===== config.mk =====
export PLATFORM = sky130hd
export DESIGN_NAME = ptu_pwm_timer_unit
export DESIGN_NICKNAME = d
export VERILOG_FILES = /design/src/logic/ptu_prescaler.v /design/src/logic/ptu_duty_chan.v /design/src/logic/ptu_pwm_timer_unit.v
export VERILOG_INCLUDE_DIRS = /design/src /design/src/logic
export SDC_FILE = /design/constraint.sdc
export NUM_CORES = 1
export LEC_CHECK = 0
export BUFFER_PORTS_ARGS = -buffer_cell sky130_fd_sc_hd__buf_4
export CORE_ASPECT_RATIO = 0.7
export CORE_UTILIZATION = 35
export DETAILED_ROUTE_END_ITERATION = 10
export GPL_TIMING_DRIVEN = 0
export SLEW_MARGIN = 15
export SYNTH_ARGS = -nofsm -noshare
export SYNTH_HDL_FRONTEND = slang
export SYNTH_SLANG_ARGS = --single-unit

===== constraint.sdc =====
create_clock -name clk_sys_i -period 10.6 [get_ports clk_sys_i]
set_input_delay 1.06 -clock clk_sys_i [delete_from_list [all_inputs] [get_ports clk_sys_i]]
set_output_delay 1.06 -clock clk_sys_i [all_outputs]
set_load 0.02 [all_outputs]

===== src/logic/ptu_regs.vh =====
// Register offsets, field positions, reset values and mode codes of the PWM timer unit.
// Assumes a byte-addressed register port with an eight-bit address.
`ifndef PTU_REGS_VH
`define PTU_REGS_VH

// Register port widths
`define PTU_ADDR_W              8
`define PTU_DATA_W              16

// Register byte offsets
`define PTU_OFF_CTL_ZERO        8'h00
`define PTU_OFF_CTL_ONE         8'h04
`define PTU_OFF_PIN_CTRL        8'h08
`define PTU_OFF_CAPT_EDGE       8'h0C
`define PTU_OFF_TRIG_EDGE       8'h10
`define PTU_OFF_OPTION          8'h14
`define PTU_OFF_CNT_READ        8'h18
`define PTU_OFF_PERIOD          8'h1C
`define PTU_OFF_DUTY_ONE        8'h20
`define PTU_OFF_DUTY_TWO        8'h24
`define PTU_OFF_DUTY_THREE      8'h28
`define PTU_OFF_STATUS          8'h2C
`define PTU_OFF_PERIOD_BUF      8'h30
`define PTU_OFF_DUTY_BUF_ONE    8'h34
`define PTU_OFF_DUTY_BUF_TWO    8'h38
`define PTU_OFF_DUTY_BUF_THREE  8'h3C

// Field positions
`define PTU_CE_BIT              7
`define PTU_CKS_MSB             2
`define PTU_CKS_LSB             0
`define PTU_MD_MSB              2
`define PTU_MD_LSB              0
`define PTU_ST_RUN_BIT          0
`define PTU_ST_ARM_BIT          1
`define PTU_ST_TOG_BIT          2

// Operating mode codes
`define PTU_MODE_PWM            3'h4

// Reset values and the counter clear value
`define PTU_RST_BYTE            8'h00
`define PTU_RST_WORD            16'h0000
`define PTU_CNT_TOP             16'hFFFF
`define PTU_CNT_ZERO            16'h0000

`endif


===== src/logic/ptu_prescaler.v =====
// Count clock divider of the PWM timer unit: one-cycle enable pulse.
// Assumes clk_sys_i is the only clock; select codes 0 to 6 divide by two to the power of the code, code 7 never ticks.
`timescale 1ns/1ns
`default_nettype none

module ptu_prescaler (
    // Clock and reset
    input  wire        clk_sys_i,
    input  wire        rst_i,
    // Control
    input  wire        run_i,
    input  wire [2:0]  clk_sel_i,
    // Count clock enable
    output reg         tick_o
);

    reg  [6:0] div_ff;
    wire [6:0] nxt_div;
    wire [7:0] span;

    // Terminal count for the chosen division
    assign span    = 8'h01 << clk_sel_i;
    assign nxt_div = div_ff + 7'h01;

    // Divider restarts with counting so the first period is whole
    always @(posedge clk_sys_i or posedge rst_i) begin
        if (rst_i) begin
            div_ff <= 7'h00;
            tick_o <= 1'b0;
        end else if (!run_i) begin
            div_ff <= 7'h00;
            tick_o <= 1'b0;
        end else if ({1'b0, nxt_div} >= span) begin
            div_ff <= 7'h00;
            tick_o <= 1'b1;
        end else begin
            div_ff <= nxt_div;
            tick_o <= 1'b0;
        end
    end

endmodule // ptu_prescaler

`default_nettype wire


===== src/logic/ptu_duty_chan.v =====
// One duty channel: working buffer, compare against the counter and active state.
// Assumes the caller gives the counter's next value together with the count tick.
`timescale 1ns/1ns
`default_nettype none

module ptu_duty_chan (
    // Clock and reset
    input  wire        clk_sys_i,
    input  wire        rst_i,
    // Counter events
    input  wire        run_i,
    input  wire        tick_i,
    input  wire        clear_i,
    input  wire        load_i,
    input  wire [15:0] cnt_next_i,
    // Compare value
    input  wire [15:0] cmp_val_i,
    // Results
    output reg  [15:0] buf_o,
    output reg         active_o,
    output reg         match_o
);

    wire [15:0] nxt_buf;

    // Buffer takes the register only on a load
    assign nxt_buf = load_i ? cmp_val_i : buf_o;

    // Active from clear until the counter reaches the buffered width
    always @(posedge clk_sys_i or posedge rst_i) begin
        if (rst_i) begin
            buf_o    <= 16'h0000;
            active_o <= 1'b0;
            match_o  <= 1'b0;
        end else begin
            buf_o <= nxt_buf;
            if (!run_i) begin
                active_o <= 1'b0;
                match_o  <= 1'b0;
            end else if (tick_i) begin
                match_o <= (cnt_next_i == nxt_buf);
                if (clear_i)
                    active_o <= (nxt_buf != 16'h0000);
                else if (cnt_next_i == nxt_buf)
                    active_o <= 1'b0;
            end else begin
                match_o <= 1'b0;
            end
        end
    end

endmodule // ptu_duty_chan

`default_nettype wire


===== src/logic/ptu_pwm_timer_unit.v =====
// PWM timer unit: 16-bit counter, period and three duty channels, register port.
// Assumes a single 100 MHz clock and a master that never issues read and write together.
//
// Summary of operation
// - PWM operation only when the three-bit mode field holds 100.
// - Count enable rolls counter FFFF to 0000, counts up, drives outputs 1-3.
// - Output k active width equals channel k compare value count clocks.
// - Period equals period compare value plus one count clocks.
// - Pin 0 toggles once per PWM period.
// - Compare values written while counting apply only at counter clear.
// - Period interrupt pulses at the clear that follows the period match.
// - Channel k interrupt pulses when counter equals channel k buffer.
// - Past the first clear after enabling, buffers reload only after the channel 1 register was written.
// - After that write, all buffers reload at the next clear.
// - Level bit 0 makes active high, 1 low; pins driven when enabled.
// - Disabled pin 0 holds its level bit value.
// - Counter readback register returns live counter.
// - Capture edge and option registers do not affect PWM operation.
// - Compare value zero keeps output inactive.
// - Compare value equal to period plus one keeps output active.
`timescale 1ns/1ns
`default_nettype none
`include "ptu_regs.vh"

module ptu_pwm_timer_unit (
    // Clock and reset
    input  wire        clk_sys_i,
    input  wire        rst_i,
    // Register port
    input  wire [7:0]  reg_addr_i,
    input  wire [15:0] reg_wdata_i,
    input  wire        reg_wr_i,
    input  wire        reg_rd_i,
    output reg  [15:0] reg_rdata_o,
    // Output pins
    output reg         toggle_output_pin_o,
    output reg  [2:0]  pwm_output_pin_o,
    output reg  [2:0]  pwm_output_pin_oe_o,
    // Compare events
    output reg         period_match_irq_o,
    output reg  [2:0]  duty_match_irq_o
);

    // Software registers
    reg  [7:0]  ctl_zero_ff;
    reg  [7:0]  ctl_one_ff;
    reg  [7:0]  pin_ctrl_ff;
    reg  [7:0]  capt_edge_ff;
    reg  [7:0]  trig_edge_ff;
    reg  [7:0]  option_ff;
    reg  [15:0] period_cmp_ff;
    reg  [15:0] duty_cmp_one_ff;
    reg  [15:0] duty_cmp_two_ff;
    reg  [15:0] duty_cmp_three_ff;

    // Counter state
    reg  [15:0] cnt_ff;
    reg  [15:0] period_buf_ff;
    reg         first_ff;
    reg         arm_ff;
    reg         toggle_ff;

    // Combinational control
    wire        run;
    wire        tick;
    wire        at_period;
    wire        clear_ev;
    wire        load;
    wire        load_any;
    wire [15:0] nxt_cnt;
    wire        wr_duty_one;

    // Channel results
    wire [15:0] duty_buf_one;
    wire [15:0] duty_buf_two;
    wire [15:0] duty_buf_three;
    wire [2:0]  chan_active;
    wire [2:0]  chan_match;

    // Read path
    reg  [15:0] nxt_rdata;

    // Decode of a write to one register offset
    function wr_hit;
        input [7:0] addr;
        input [7:0] off;
        input       wr;
        begin
            wr_hit = wr && (addr == off);
        end
    endfunction

    // Counter increment kept in one place
    function [15:0] cnt_inc;
        input [15:0] val;
        begin
            cnt_inc = val + 16'h0001;
        end
    endfunction

    // Counting runs only with enable set in PWM mode; capture edge and option stay unread
    assign run = ctl_zero_ff[`PTU_CE_BIT] &&
                 (ctl_one_ff[`PTU_MD_MSB:`PTU_MD_LSB] == `PTU_MODE_PWM);

    // Clear on period match, or on the roll out of FFFF after enabling
    assign at_period = (cnt_ff == period_buf_ff);
    assign clear_ev  = tick && (first_ff || at_period);
    assign nxt_cnt   = clear_ev ? `PTU_CNT_ZERO : cnt_inc(cnt_ff);

    // Reload at the first clear after enabling or at a clear when armed; when stopped, buffers track registers
    assign load        = clear_ev && (first_ff || arm_ff);
    assign load_any    = load || !run;
    assign wr_duty_one = wr_hit(reg_addr_i, `PTU_OFF_DUTY_ONE, reg_wr_i);

    // Count clock divider
    ptu_prescaler u_prescaler (
        .clk_sys_i (clk_sys_i),
        .rst_i     (rst_i),
        .run_i     (run),
        .clk_sel_i (ctl_zero_ff[`PTU_CKS_MSB:`PTU_CKS_LSB]),
        .tick_o    (tick)
    );

    // Duty channel one
    ptu_duty_chan u_chan_one (
        .clk_sys_i  (clk_sys_i),
        .rst_i      (rst_i),
        .run_i      (run),
        .tick_i     (tick),
        .clear_i    (clear_ev),
        .load_i     (load_any),
        .cnt_next_i (nxt_cnt),
        .cmp_val_i  (duty_cmp_one_ff),
        .buf_o      (duty_buf_one),
        .active_o   (chan_active[0]),
        .match_o    (chan_match[0])
    );

    // Duty channel two
    ptu_duty_chan u_chan_two (
        .clk_sys_i  (clk_sys_i),
        .rst_i      (rst_i),
        .run_i      (run),
        .tick_i     (tick),
        .clear_i    (clear_ev),
        .load_i     (load_any),
        .cnt_next_i (nxt_cnt),
        .cmp_val_i  (duty_cmp_two_ff),
        .buf_o      (duty_buf_two),
        .active_o   (chan_active[1]),
        .match_o    (chan_match[1])
    );

    // Duty channel three
    ptu_duty_chan u_chan_three (
        .clk_sys_i  (clk_sys_i),
        .rst_i      (rst_i),
        .run_i      (run),
        .tick_i     (tick),
        .clear_i    (clear_ev),
        .load_i     (load_any),
        .cnt_next_i (nxt_cnt),
        .cmp_val_i  (duty_cmp_three_ff),
        .buf_o      (duty_buf_three),
        .active_o   (chan_active[2]),
        .match_o    (chan_match[2])
    );

    // Register writes; compare registers accept writes at any time
    always @(posedge clk_sys_i or posedge rst_i) begin
        if (rst_i) begin
            ctl_zero_ff       <= `PTU_RST_BYTE;
            ctl_one_ff        <= `PTU_RST_BYTE;
            pin_ctrl_ff       <= `PTU_RST_BYTE;
            capt_edge_ff      <= `PTU_RST_BYTE;
            trig_edge_ff      <= `PTU_RST_BYTE;
            option_ff         <= `PTU_RST_BYTE;
            period_cmp_ff     <= `PTU_RST_WORD;
            duty_cmp_one_ff   <= `PTU_RST_WORD;
            duty_cmp_two_ff   <= `PTU_RST_WORD;
            duty_cmp_three_ff <= `PTU_RST_WORD;
        end else begin
            if (wr_hit(reg_addr_i, `PTU_OFF_CTL_ZERO, reg_wr_i))
                ctl_zero_ff <= reg_wdata_i[7:0];
            if (wr_hit(reg_addr_i, `PTU_OFF_CTL_ONE, reg_wr_i))
                ctl_one_ff <= reg_wdata_i[7:0];
            if (wr_hit(reg_addr_i, `PTU_OFF_PIN_CTRL, reg_wr_i))
                pin_ctrl_ff <= reg_wdata_i[7:0];
            if (wr_hit(reg_addr_i, `PTU_OFF_CAPT_EDGE, reg_wr_i))
                capt_edge_ff <= reg_wdata_i[7:0];
            if (wr_hit(reg_addr_i, `PTU_OFF_TRIG_EDGE, reg_wr_i))
                trig_edge_ff <= reg_wdata_i[7:0];
            if (wr_hit(reg_addr_i, `PTU_OFF_OPTION, reg_wr_i))
                option_ff <= reg_wdata_i[7:0];
            if (wr_hit(reg_addr_i, `PTU_OFF_PERIOD, reg_wr_i))
                period_cmp_ff <= reg_wdata_i;
            if (wr_duty_one)
                duty_cmp_one_ff <= reg_wdata_i;
            if (wr_hit(reg_addr_i, `PTU_OFF_DUTY_TWO, reg_wr_i))
                duty_cmp_two_ff <= reg_wdata_i;
            if (wr_hit(reg_addr_i, `PTU_OFF_DUTY_THREE, reg_wr_i))
                duty_cmp_three_ff <= reg_wdata_i;
        end
    end

    // Update arm: a channel 1 write sets it and wins over the clear by a load
    always @(posedge clk_sys_i or posedge rst_i) begin
        if (rst_i)
            arm_ff <= 1'b0;
        else if (wr_duty_one)
            arm_ff <= 1'b1;
        else if (load_any)
            arm_ff <= 1'b0;
    end

    // Counter and period buffer; stopped counter parks at FFFF
    always @(posedge clk_sys_i or posedge rst_i) begin
        if (rst_i) begin
            cnt_ff        <= `PTU_CNT_TOP;
            period_buf_ff <= `PTU_RST_WORD;
            first_ff      <= 1'b1;
        end else if (!run) begin
            cnt_ff        <= `PTU_CNT_TOP;
            period_buf_ff <= period_cmp_ff;
            first_ff      <= 1'b1;
        end else if (tick) begin
            cnt_ff   <= nxt_cnt;
            first_ff <= 1'b0;
            if (load)
                period_buf_ff <= period_cmp_ff;
        end
    end

    // Pin 0 square wave flips at every period clear except the start
    always @(posedge clk_sys_i or posedge rst_i) begin
        if (rst_i)
            toggle_ff <= 1'b0;
        else if (!run)
            toggle_ff <= 1'b0;
        else if (clear_ev && !first_ff)
            toggle_ff <= ~toggle_ff;
    end

    // Period event: one system cycle at the clear after the match
    always @(posedge clk_sys_i or posedge rst_i) begin
        if (rst_i)
            period_match_irq_o <= 1'b0;
        else
            period_match_irq_o <= run && clear_ev && !first_ff;
    end

    // Duty events passed on from the channels
    always @(posedge clk_sys_i or posedge rst_i) begin
        if (rst_i)
            duty_match_irq_o <= 3'h0;
        else
            duty_match_irq_o <= chan_match;
    end

    // Pin drive; one cycle behind the channel state so every pin is a flop
    always @(posedge clk_sys_i or posedge rst_i) begin
        if (rst_i) begin
            pwm_output_pin_o    <= 3'h0;
            pwm_output_pin_oe_o <= 3'h0;
            toggle_output_pin_o <= 1'b0;
        end else begin
            pwm_output_pin_oe_o <= {pin_ctrl_ff[6], pin_ctrl_ff[4], pin_ctrl_ff[2]};
            pwm_output_pin_o[0] <= pin_ctrl_ff[2] & (chan_active[0] ^ pin_ctrl_ff[3]);
            pwm_output_pin_o[1] <= pin_ctrl_ff[4] & (chan_active[1] ^ pin_ctrl_ff[5]);
            pwm_output_pin_o[2] <= pin_ctrl_ff[6] & (chan_active[2] ^ pin_ctrl_ff[7]);
            if (pin_ctrl_ff[0])
                toggle_output_pin_o <= toggle_ff;
            else
                toggle_output_pin_o <= pin_ctrl_ff[1];
        end
    end

    // Read decode; unmapped offsets read zero
    always @* begin
        nxt_rdata = 16'h0000;
        case (reg_addr_i)
            `PTU_OFF_CTL_ZERO:       nxt_rdata = {8'h00, ctl_zero_ff};
            `PTU_OFF_CTL_ONE:        nxt_rdata = {8'h00, ctl_one_ff};
            `PTU_OFF_PIN_CTRL:       nxt_rdata = {8'h00, pin_ctrl_ff};
            `PTU_OFF_CAPT_EDGE:      nxt_rdata = {8'h00, capt_edge_ff};
            `PTU_OFF_TRIG_EDGE:      nxt_rdata = {8'h00, trig_edge_ff};
            `PTU_OFF_OPTION:         nxt_rdata = {8'h00, option_ff};
            `PTU_OFF_CNT_READ:       nxt_rdata = cnt_ff;
            `PTU_OFF_PERIOD:         nxt_rdata = period_cmp_ff;
            `PTU_OFF_DUTY_ONE:       nxt_rdata = duty_cmp_one_ff;
            `PTU_OFF_DUTY_TWO:       nxt_rdata = duty_cmp_two_ff;
            `PTU_OFF_DUTY_THREE:     nxt_rdata = duty_cmp_three_ff;
            `PTU_OFF_STATUS:         nxt_rdata = {13'h0000, toggle_ff, arm_ff, run};
            `PTU_OFF_PERIOD_BUF:     nxt_rdata = period_buf_ff;
            `PTU_OFF_DUTY_BUF_ONE:   nxt_rdata = duty_buf_one;
            `PTU_OFF_DUTY_BUF_TWO:   nxt_rdata = duty_buf_two;
            `PTU_OFF_DUTY_BUF_THREE: nxt_rdata = duty_buf_three;
            default:                 nxt_rdata = 16'h0000;
        endcase
    end

    // Read data stands only in the cycle after the strobe
    always @(posedge clk_sys_i or posedge rst_i) begin
        if (rst_i)
            reg_rdata_o <= 16'h0000;
        else if (reg_rd_i)
            reg_rdata_o <= nxt_rdata;
        else
            reg_rdata_o <= 16'h0000;
    end

endmodule // ptu_pwm_timer_unit

`default_nettype wire


**Yosys cells after proc, flatten, opt, wreduce, memory -nomap -nowiden**

Index checks and enable logic that the tools add are counted.

- Word-level logic and storage cells: 139
- Output and inout bits: 27
- Input port bits: 28
- Flip-flop bits (word level): 236

- Add/sub/neg operators: 2
- Multiplexer cells: 40
- Bitwise gates (word level): 7
- Shift operators: 1
- Order comparisons: 1
- Reductions and logical operators: 30
- Equal/unequal tests: 26

Operators with widths:

| operator | count |
|---|---|
| $pmux 16 s16 | 1 |
| $mux 16 | 10 |
| $eq 16x16->1 | 4 |
| $eq 8x6->1 const B | 8 |
| $reduce_bool 16->1 | 3 |
| $eq 8x5->1 const B | 4 |
| $mux 1 | 27 |
| $add 16x1->16 const B | 1 |
| $eq 8x4->1 const B | 2 |
| $logic_and 1x1->1 | 16 |
| $mux 7 | 2 |
| $ne 3x1->1 const B | 3 |
| $eq 8x3->1 const B | 1 |
| $ge 7x8->1 | 1 |
| $logic_not 8->1 | 1 |
| $reduce_and 2->1 | 4 |
| $shl 1x3->8 const A | 1 |
| $add 7x1->7 const B | 1 |
| $ne 2x1->1 const B | 3 |
| $and 1x1->1 | 3 |
| $eq 3x3->1 const B | 1 |
| $logic_or 1x1->1 | 3 |
| $xor 1x1->1 | 3 |
| $logic_not 1->1 | 2 |
| 2 further kinds | 2 |

**Longest topological paths before layout**

- Word-level depth: 11
- Mapped depth: 14
- Gate-level depth less buffers: 12

**Cells and area by module**

From an unflattened synthesis, not the netlist that was laid out.

- Cells, all modules: 1021
- Area total of the unflattened synthesis: 12419.4 um^2

By module, submodules not included:

| module | cells an instance | instances | sequential area each (um^2) | area each (um^2) |
|---|---|---|---|---|
| ptu_pwm_timer_unit | 722 | 1 | 4375.4 | 8798.4 |
| ptu_duty_chan | 81 | 3 | 450.4 | 1012.2 |
| ptu_prescaler | 56 | 1 | 200.2 | 584.3 |

**Worst setup path after synthesis**

Ideal clock, no wire load.

- Path kind: flip-flop to flip-flop
- Start point: register cnt_ff[14]
- End point: register u_chan_three.active_o
- Setup slack: 7.608 ns
- Required time: 10.476 ns
- Buffers on the path: 2
- Cell stages (with the launch flop): 13
- Data arrival time: 2.869 ns
- Cell sequence: dfstp_2 > clkbuf_2 > xor2_1 > nor4_2 > and4_4 > a21oi_4 > buf_6 > mux2i_4 > inv_2 > or4_4 > nor4_2 > a21oi_1 > o31a_1

- Longest elaborated chain between the ends: 10

RTL lines:

| item | line | source |
|---|---|---|
| start: declaration | ptu_pwm_timer_unit.v:57 | `reg [15:0] cnt_ff;` |
| start signal: assignment | ptu_pwm_timer_unit.v:219 | `` cnt_ff <= `PTU_CNT_TOP; `` |
| start signal: assignment | ptu_pwm_timer_unit.v:223 | `` cnt_ff <= `PTU_CNT_TOP; `` |
| start signal: assignment | ptu_pwm_timer_unit.v:227 | `cnt_ff <= nxt_cnt;` |
| $eq 16x16->1 (*) | ptu_pwm_timer_unit.v:106 | `assign at_period = (cnt_ff == period_buf_ff);` |
| $logic_or 1x1->1 (*) | ptu_pwm_timer_unit.v:107 | `assign clear_ev = tick && (first_ff \|\| at_period);` |
| $logic_and 1x1->1 (*) | ptu_pwm_timer_unit.v:107 |  |
| $logic_and 1x1->1 (*) | ptu_pwm_timer_unit.v:111 | `assign load = clear_ev && (first_ff \|\| arm_ff);` |
| $logic_or 1x1->1 (*) | ptu_pwm_timer_unit.v:112 | `assign load_any = load \|\| !run;` |
| $mux 16 (*) | ptu_duty_chan.v:27 | `assign nxt_buf = load_i ? cmp_val_i : buf_o;` |
| net u_chan_three.nxt_buf[2] | ptu_duty_chan.v:24 | `wire [15:0] nxt_buf;` |
| $reduce_bool 16->1 | ptu_duty_chan.v:43 | `active_o <= (nxt_buf != 16'h0000);` |
| $mux 1 | ptu_duty_chan.v:42 | `if (clear_i)` |
| $mux 1 | ptu_duty_chan.v:40 | `end else if (tick_i) begin` |
| $mux 1 | ptu_duty_chan.v:37 | `if (!run_i) begin` |
| end signal: assignment | ptu_duty_chan.v:43 |  |
| end: declaration | ptu_duty_chan.v:20 | `output reg active_o,` |

Mark *: on every way through the listed nets, which the timed path passes. The rest lies on a longest branch. The select of a mux whose other input is x is not followed.
A chain may end at the register's enable or synchronous reset.

**Final worst setup path**

- Start point: register cnt_ff[15]
- End point: register u_chan_one.active_o

- Longest elaborated chain between the ends: 10

RTL lines:

| item | line |
|---|---|
| parallel branches: the longest is 10 deep, another holds $add 16x1->16 | -- |
| end signal: assignment | ptu_duty_chan.v:43 |
| end: declaration | ptu_duty_chan.v:20 |

Parallel ways; which one is timed is not known. The select of a mux whose other input is x is not followed.

==> results.yml <==
clock_tree:
  cts.sinks: 236
  clk_latency_ns: 0.56
  numCtsBuffers: 24
  cts_tree: "yes"
  clk_pin_slew_ns: 0.07
  clk_path_buf_depth: 3
  post-cts-setup-buffer-count: 0
  htreeDepth: 1
  root_buffer: "clkbuf_16"
  cts_resized: 0
  cts_hold_buffers: 0
logic_synthesis:
  synth.cell_area_sq_um: 12100
  synth_edf_count: 0
  syn_avg_cell_area_sq_um: 10.94
  synth_nets: 1143
  ys_warn_count: 0
  async_flop_share: 1.000
  ys_types: 75
  ys_seq_area_frac: 0.4899
  yosys_most_used_dff: "dfrtp_1"
  synth-seq-cells: 236
  synth_cells: 1106
global_routing:
  grt_pass1_wl_mm: 65.32
  grtUsageTotal: 0.2567
  grt_pass1_vias: 9297
  grt_max_degree: 105
  grt-ovfl-total: 0
  antenna_found_initial: 0
sta:
  fin_hold_ws_ns: 0.3538
  slew_headroom: 0.1908
  rsz0062_at_grt: "false"
  post-route-min-period_ns: 4.773
  fmax_mhz: 209.5
  hold_viol_final: 0
  period_share: 0.4503
  maxSlewViolCount: 0
  setup_viol: 0
  worst_slew_pin_slew_ns: 1.209
  tns_ns: 0
  clock_skew_ns: 0.03206
floorplan:
  die_y_um: 157.6
  start_util: 0.3582
  core_area_sq_um: 33770
  pin_count: 55
  fp.dieW_um: 224.2
  die-area_sq_um: 35330
  rows: 56
pwr:
  power_density_nw_per_um2: 143.7
  p_leak_uw: 0.006372
  vdd_drop_max_uv: 108.2
placement:
  place_congestion: 1.015
  portBuffers: 45
  hpwl_mm: 33.44
worst_setup_path:
  required_ns: 10.99
  cp-end-kind: "flip-flop"
  worst_setup_path_start_kind: "flip-flop"
  path_class: "flip-flop to flip-flop"
  cp.arrival_ns: 5.17
  cp_max_fo: 10
hold_path:
  hold_class: "flip-flop to flip-flop"
cells_and_area:
  insertedDiodeCount: 0
  synthToLayoutAreaGrowth_pct: 14.77
  fillers: 3286
  nNetsFinal: 1216
  drive_above_1_share: 0.2373
  layout.area.seq_sq_um: 5927
  multiInputGateArea_sq_um: 5751
route:
  first_pass_iters: 6
  ant_nets: 0
  drtIter0Drc: 1232
  via_count: 9804
  wire_per_inst_um: 26.93
  via_per_inst: 5.902
  drcViolationCount: 0
  wl_mm: 44.73
run_status:
  status: "finished, final reports clean"
run:
  drv_cap: 0
[sequential cells by signal, summed over array words and instances (netlist names), 16 cells and up]
signal / cells
cnt_ff: 16
period_buf_ff: 16
reg_rdata_o: 16
duty_cmp_two_ff: 16
duty_cmp_one_ff: 16
u_chan_two.buf_o: 16
u_chan_one.buf_o: 16
period_cmp_ff: 16
u_chan_three.buf_o: 16
duty_cmp_three_ff: 16
[logic make-up after synthesis]
family,after synthesis,synth area share
DFF,236,0.4899
muxes,156,0.1460
buffers and inverters,90,0.03475
AOI/OAI and AO/OA,203,0.1268
and+or+nand+nor,335,0.1368
adders and majority gates,9,0.009308
xor gates and xnor gates,77,0.05637
[per-stage QoR]
stage	setup WS, ns	utilization	cells	total power [uW]	cell area (sq um)
finish	5.827	0.4111	1661	1995	13880
global route	5.672	0.4111	1661	2058	13880
CTS	6.083	0.4111	1661	2011	13880
detailed placement	6.135	0.3873	1617	1125	13080
global placement	0.2275	0.3854	1615	1120	13020
floorplan	3.093	-	1106	1062	12100
[worst paths after layout]
path                       slack (ns)                               to  cells past startpoint                            from
setup / recovery                 5.83  u_chan_one.active_o$_DFFE_PP0P_                     11          cnt_ff[15]$_DFFE_PP1P_
hold / removal                   0.35    duty_match_irq_o[2]$_DFF_PP0_                      0  u_chan_three.match_o$_DFF_PP0_
setup reg to reg                 5.83  u_chan_one.active_o$_DFFE_PP0P_                     11          cnt_ff[15]$_DFFE_PP1P_
hold reg to reg                  0.35    duty_match_irq_o[2]$_DFF_PP0_                      0  u_chan_three.match_o$_DFF_PP0_
max in group asynchronous        8.89        ctl_one_ff[6]$_DFFE_PP0P_                      4                           rst_i
min in group asynchronous        0.49    toggle_output_pin_o$_DFF_PP0_                      2                           rst_i
[final cells by class]
type / instances / share of cell area
Sequential cell: 236 / 0.4269
Multi-Input combinational cell: 780 / 0.4142
Clock buffer: 34 / 0.04956
Tap cell: 464 / 0.04181
Timing Repair Buffer: 47 / 0.02830
Buffer: 64 / 0.02325
Clock inverter: 10 / 0.008471
Inverter: 26 / 0.007570
[layer usage]
layer	part of all wire	wire (um)	track usage	up-vias
met2	0.38	17180	0.3400	572
li1	-	-	-	4194
met5	0	0	0	-
met3	0.12	5289	0.08083	65
met1	0.48	21530	0.4027	4973
met4	0.016	724	0.03920	0
[Yosys cell counts (10+ instances only)]
library cell  count  share of area
a21oi_1          14         0.0058
a221oi_1         24          0.017
a222oi_1         13          0.011
a22o_1           24          0.017
a22oi_1          36          0.022
a31oi_1          22          0.011
and3_1           16         0.0083
buf_1            11         0.0034
buf_2            11         0.0046
clkbuf_1         32         0.0099
dfrtp_1         219           0.45
dfstp_2          17          0.037
inv_1            23         0.0071
mux2_2          134           0.12
mux2i_1          17          0.014
nand2_1         130          0.040
nand2b_1         11         0.0057
nand3_1          40          0.017
nand3b_1         10         0.0062
nor2_1           55          0.017
nor3_1           15         0.0062
o21ai_0          28          0.012
xnor2_1          37          0.027
xor2_1           39          0.028
[critical path, stage by stage, from the launching register on]
cell      delay [ns]
dfstp_2         0.65
xor2_1          0.18
nor4_2          0.50
nand4_1         0.52
o21ai_2         0.62
buf_2           0.41
mux2i_1         0.19
a21oi_1         0.15
a211oi_1        0.10
nor4_1          0.93
a41o_1          0.30
a31oi_1         0.07
[cells in the final DEF (no fill, tap or decap), drive strengths merged, types with 5 or more instances in the layout]
master  instances
nor3           16
mux2          135
clkbuf         67
a22oi          36
a22o           24
a221oi         24
dfrtp         219
ha              9
nand3          40
or3             5
buf            78
nand4           9
o21ai          30
and4            7
xnor2          37
nor4           14
and2            8
clkinv          7
a21oi          15
xor2           40
a222oi         13
nor2           56
or4             5
dfstp          17
and3           16
nand2         130
inv            26
nand3b         10
a31oi          22
mux2i          21
nand2b         11
[power by group]
group          switching [uW]  internal (uW)
Clock                     379            503
Sequential               30.6            934
Combinational            92.7           56.1
No activity file was read; power rests on OpenSTA's default activity.
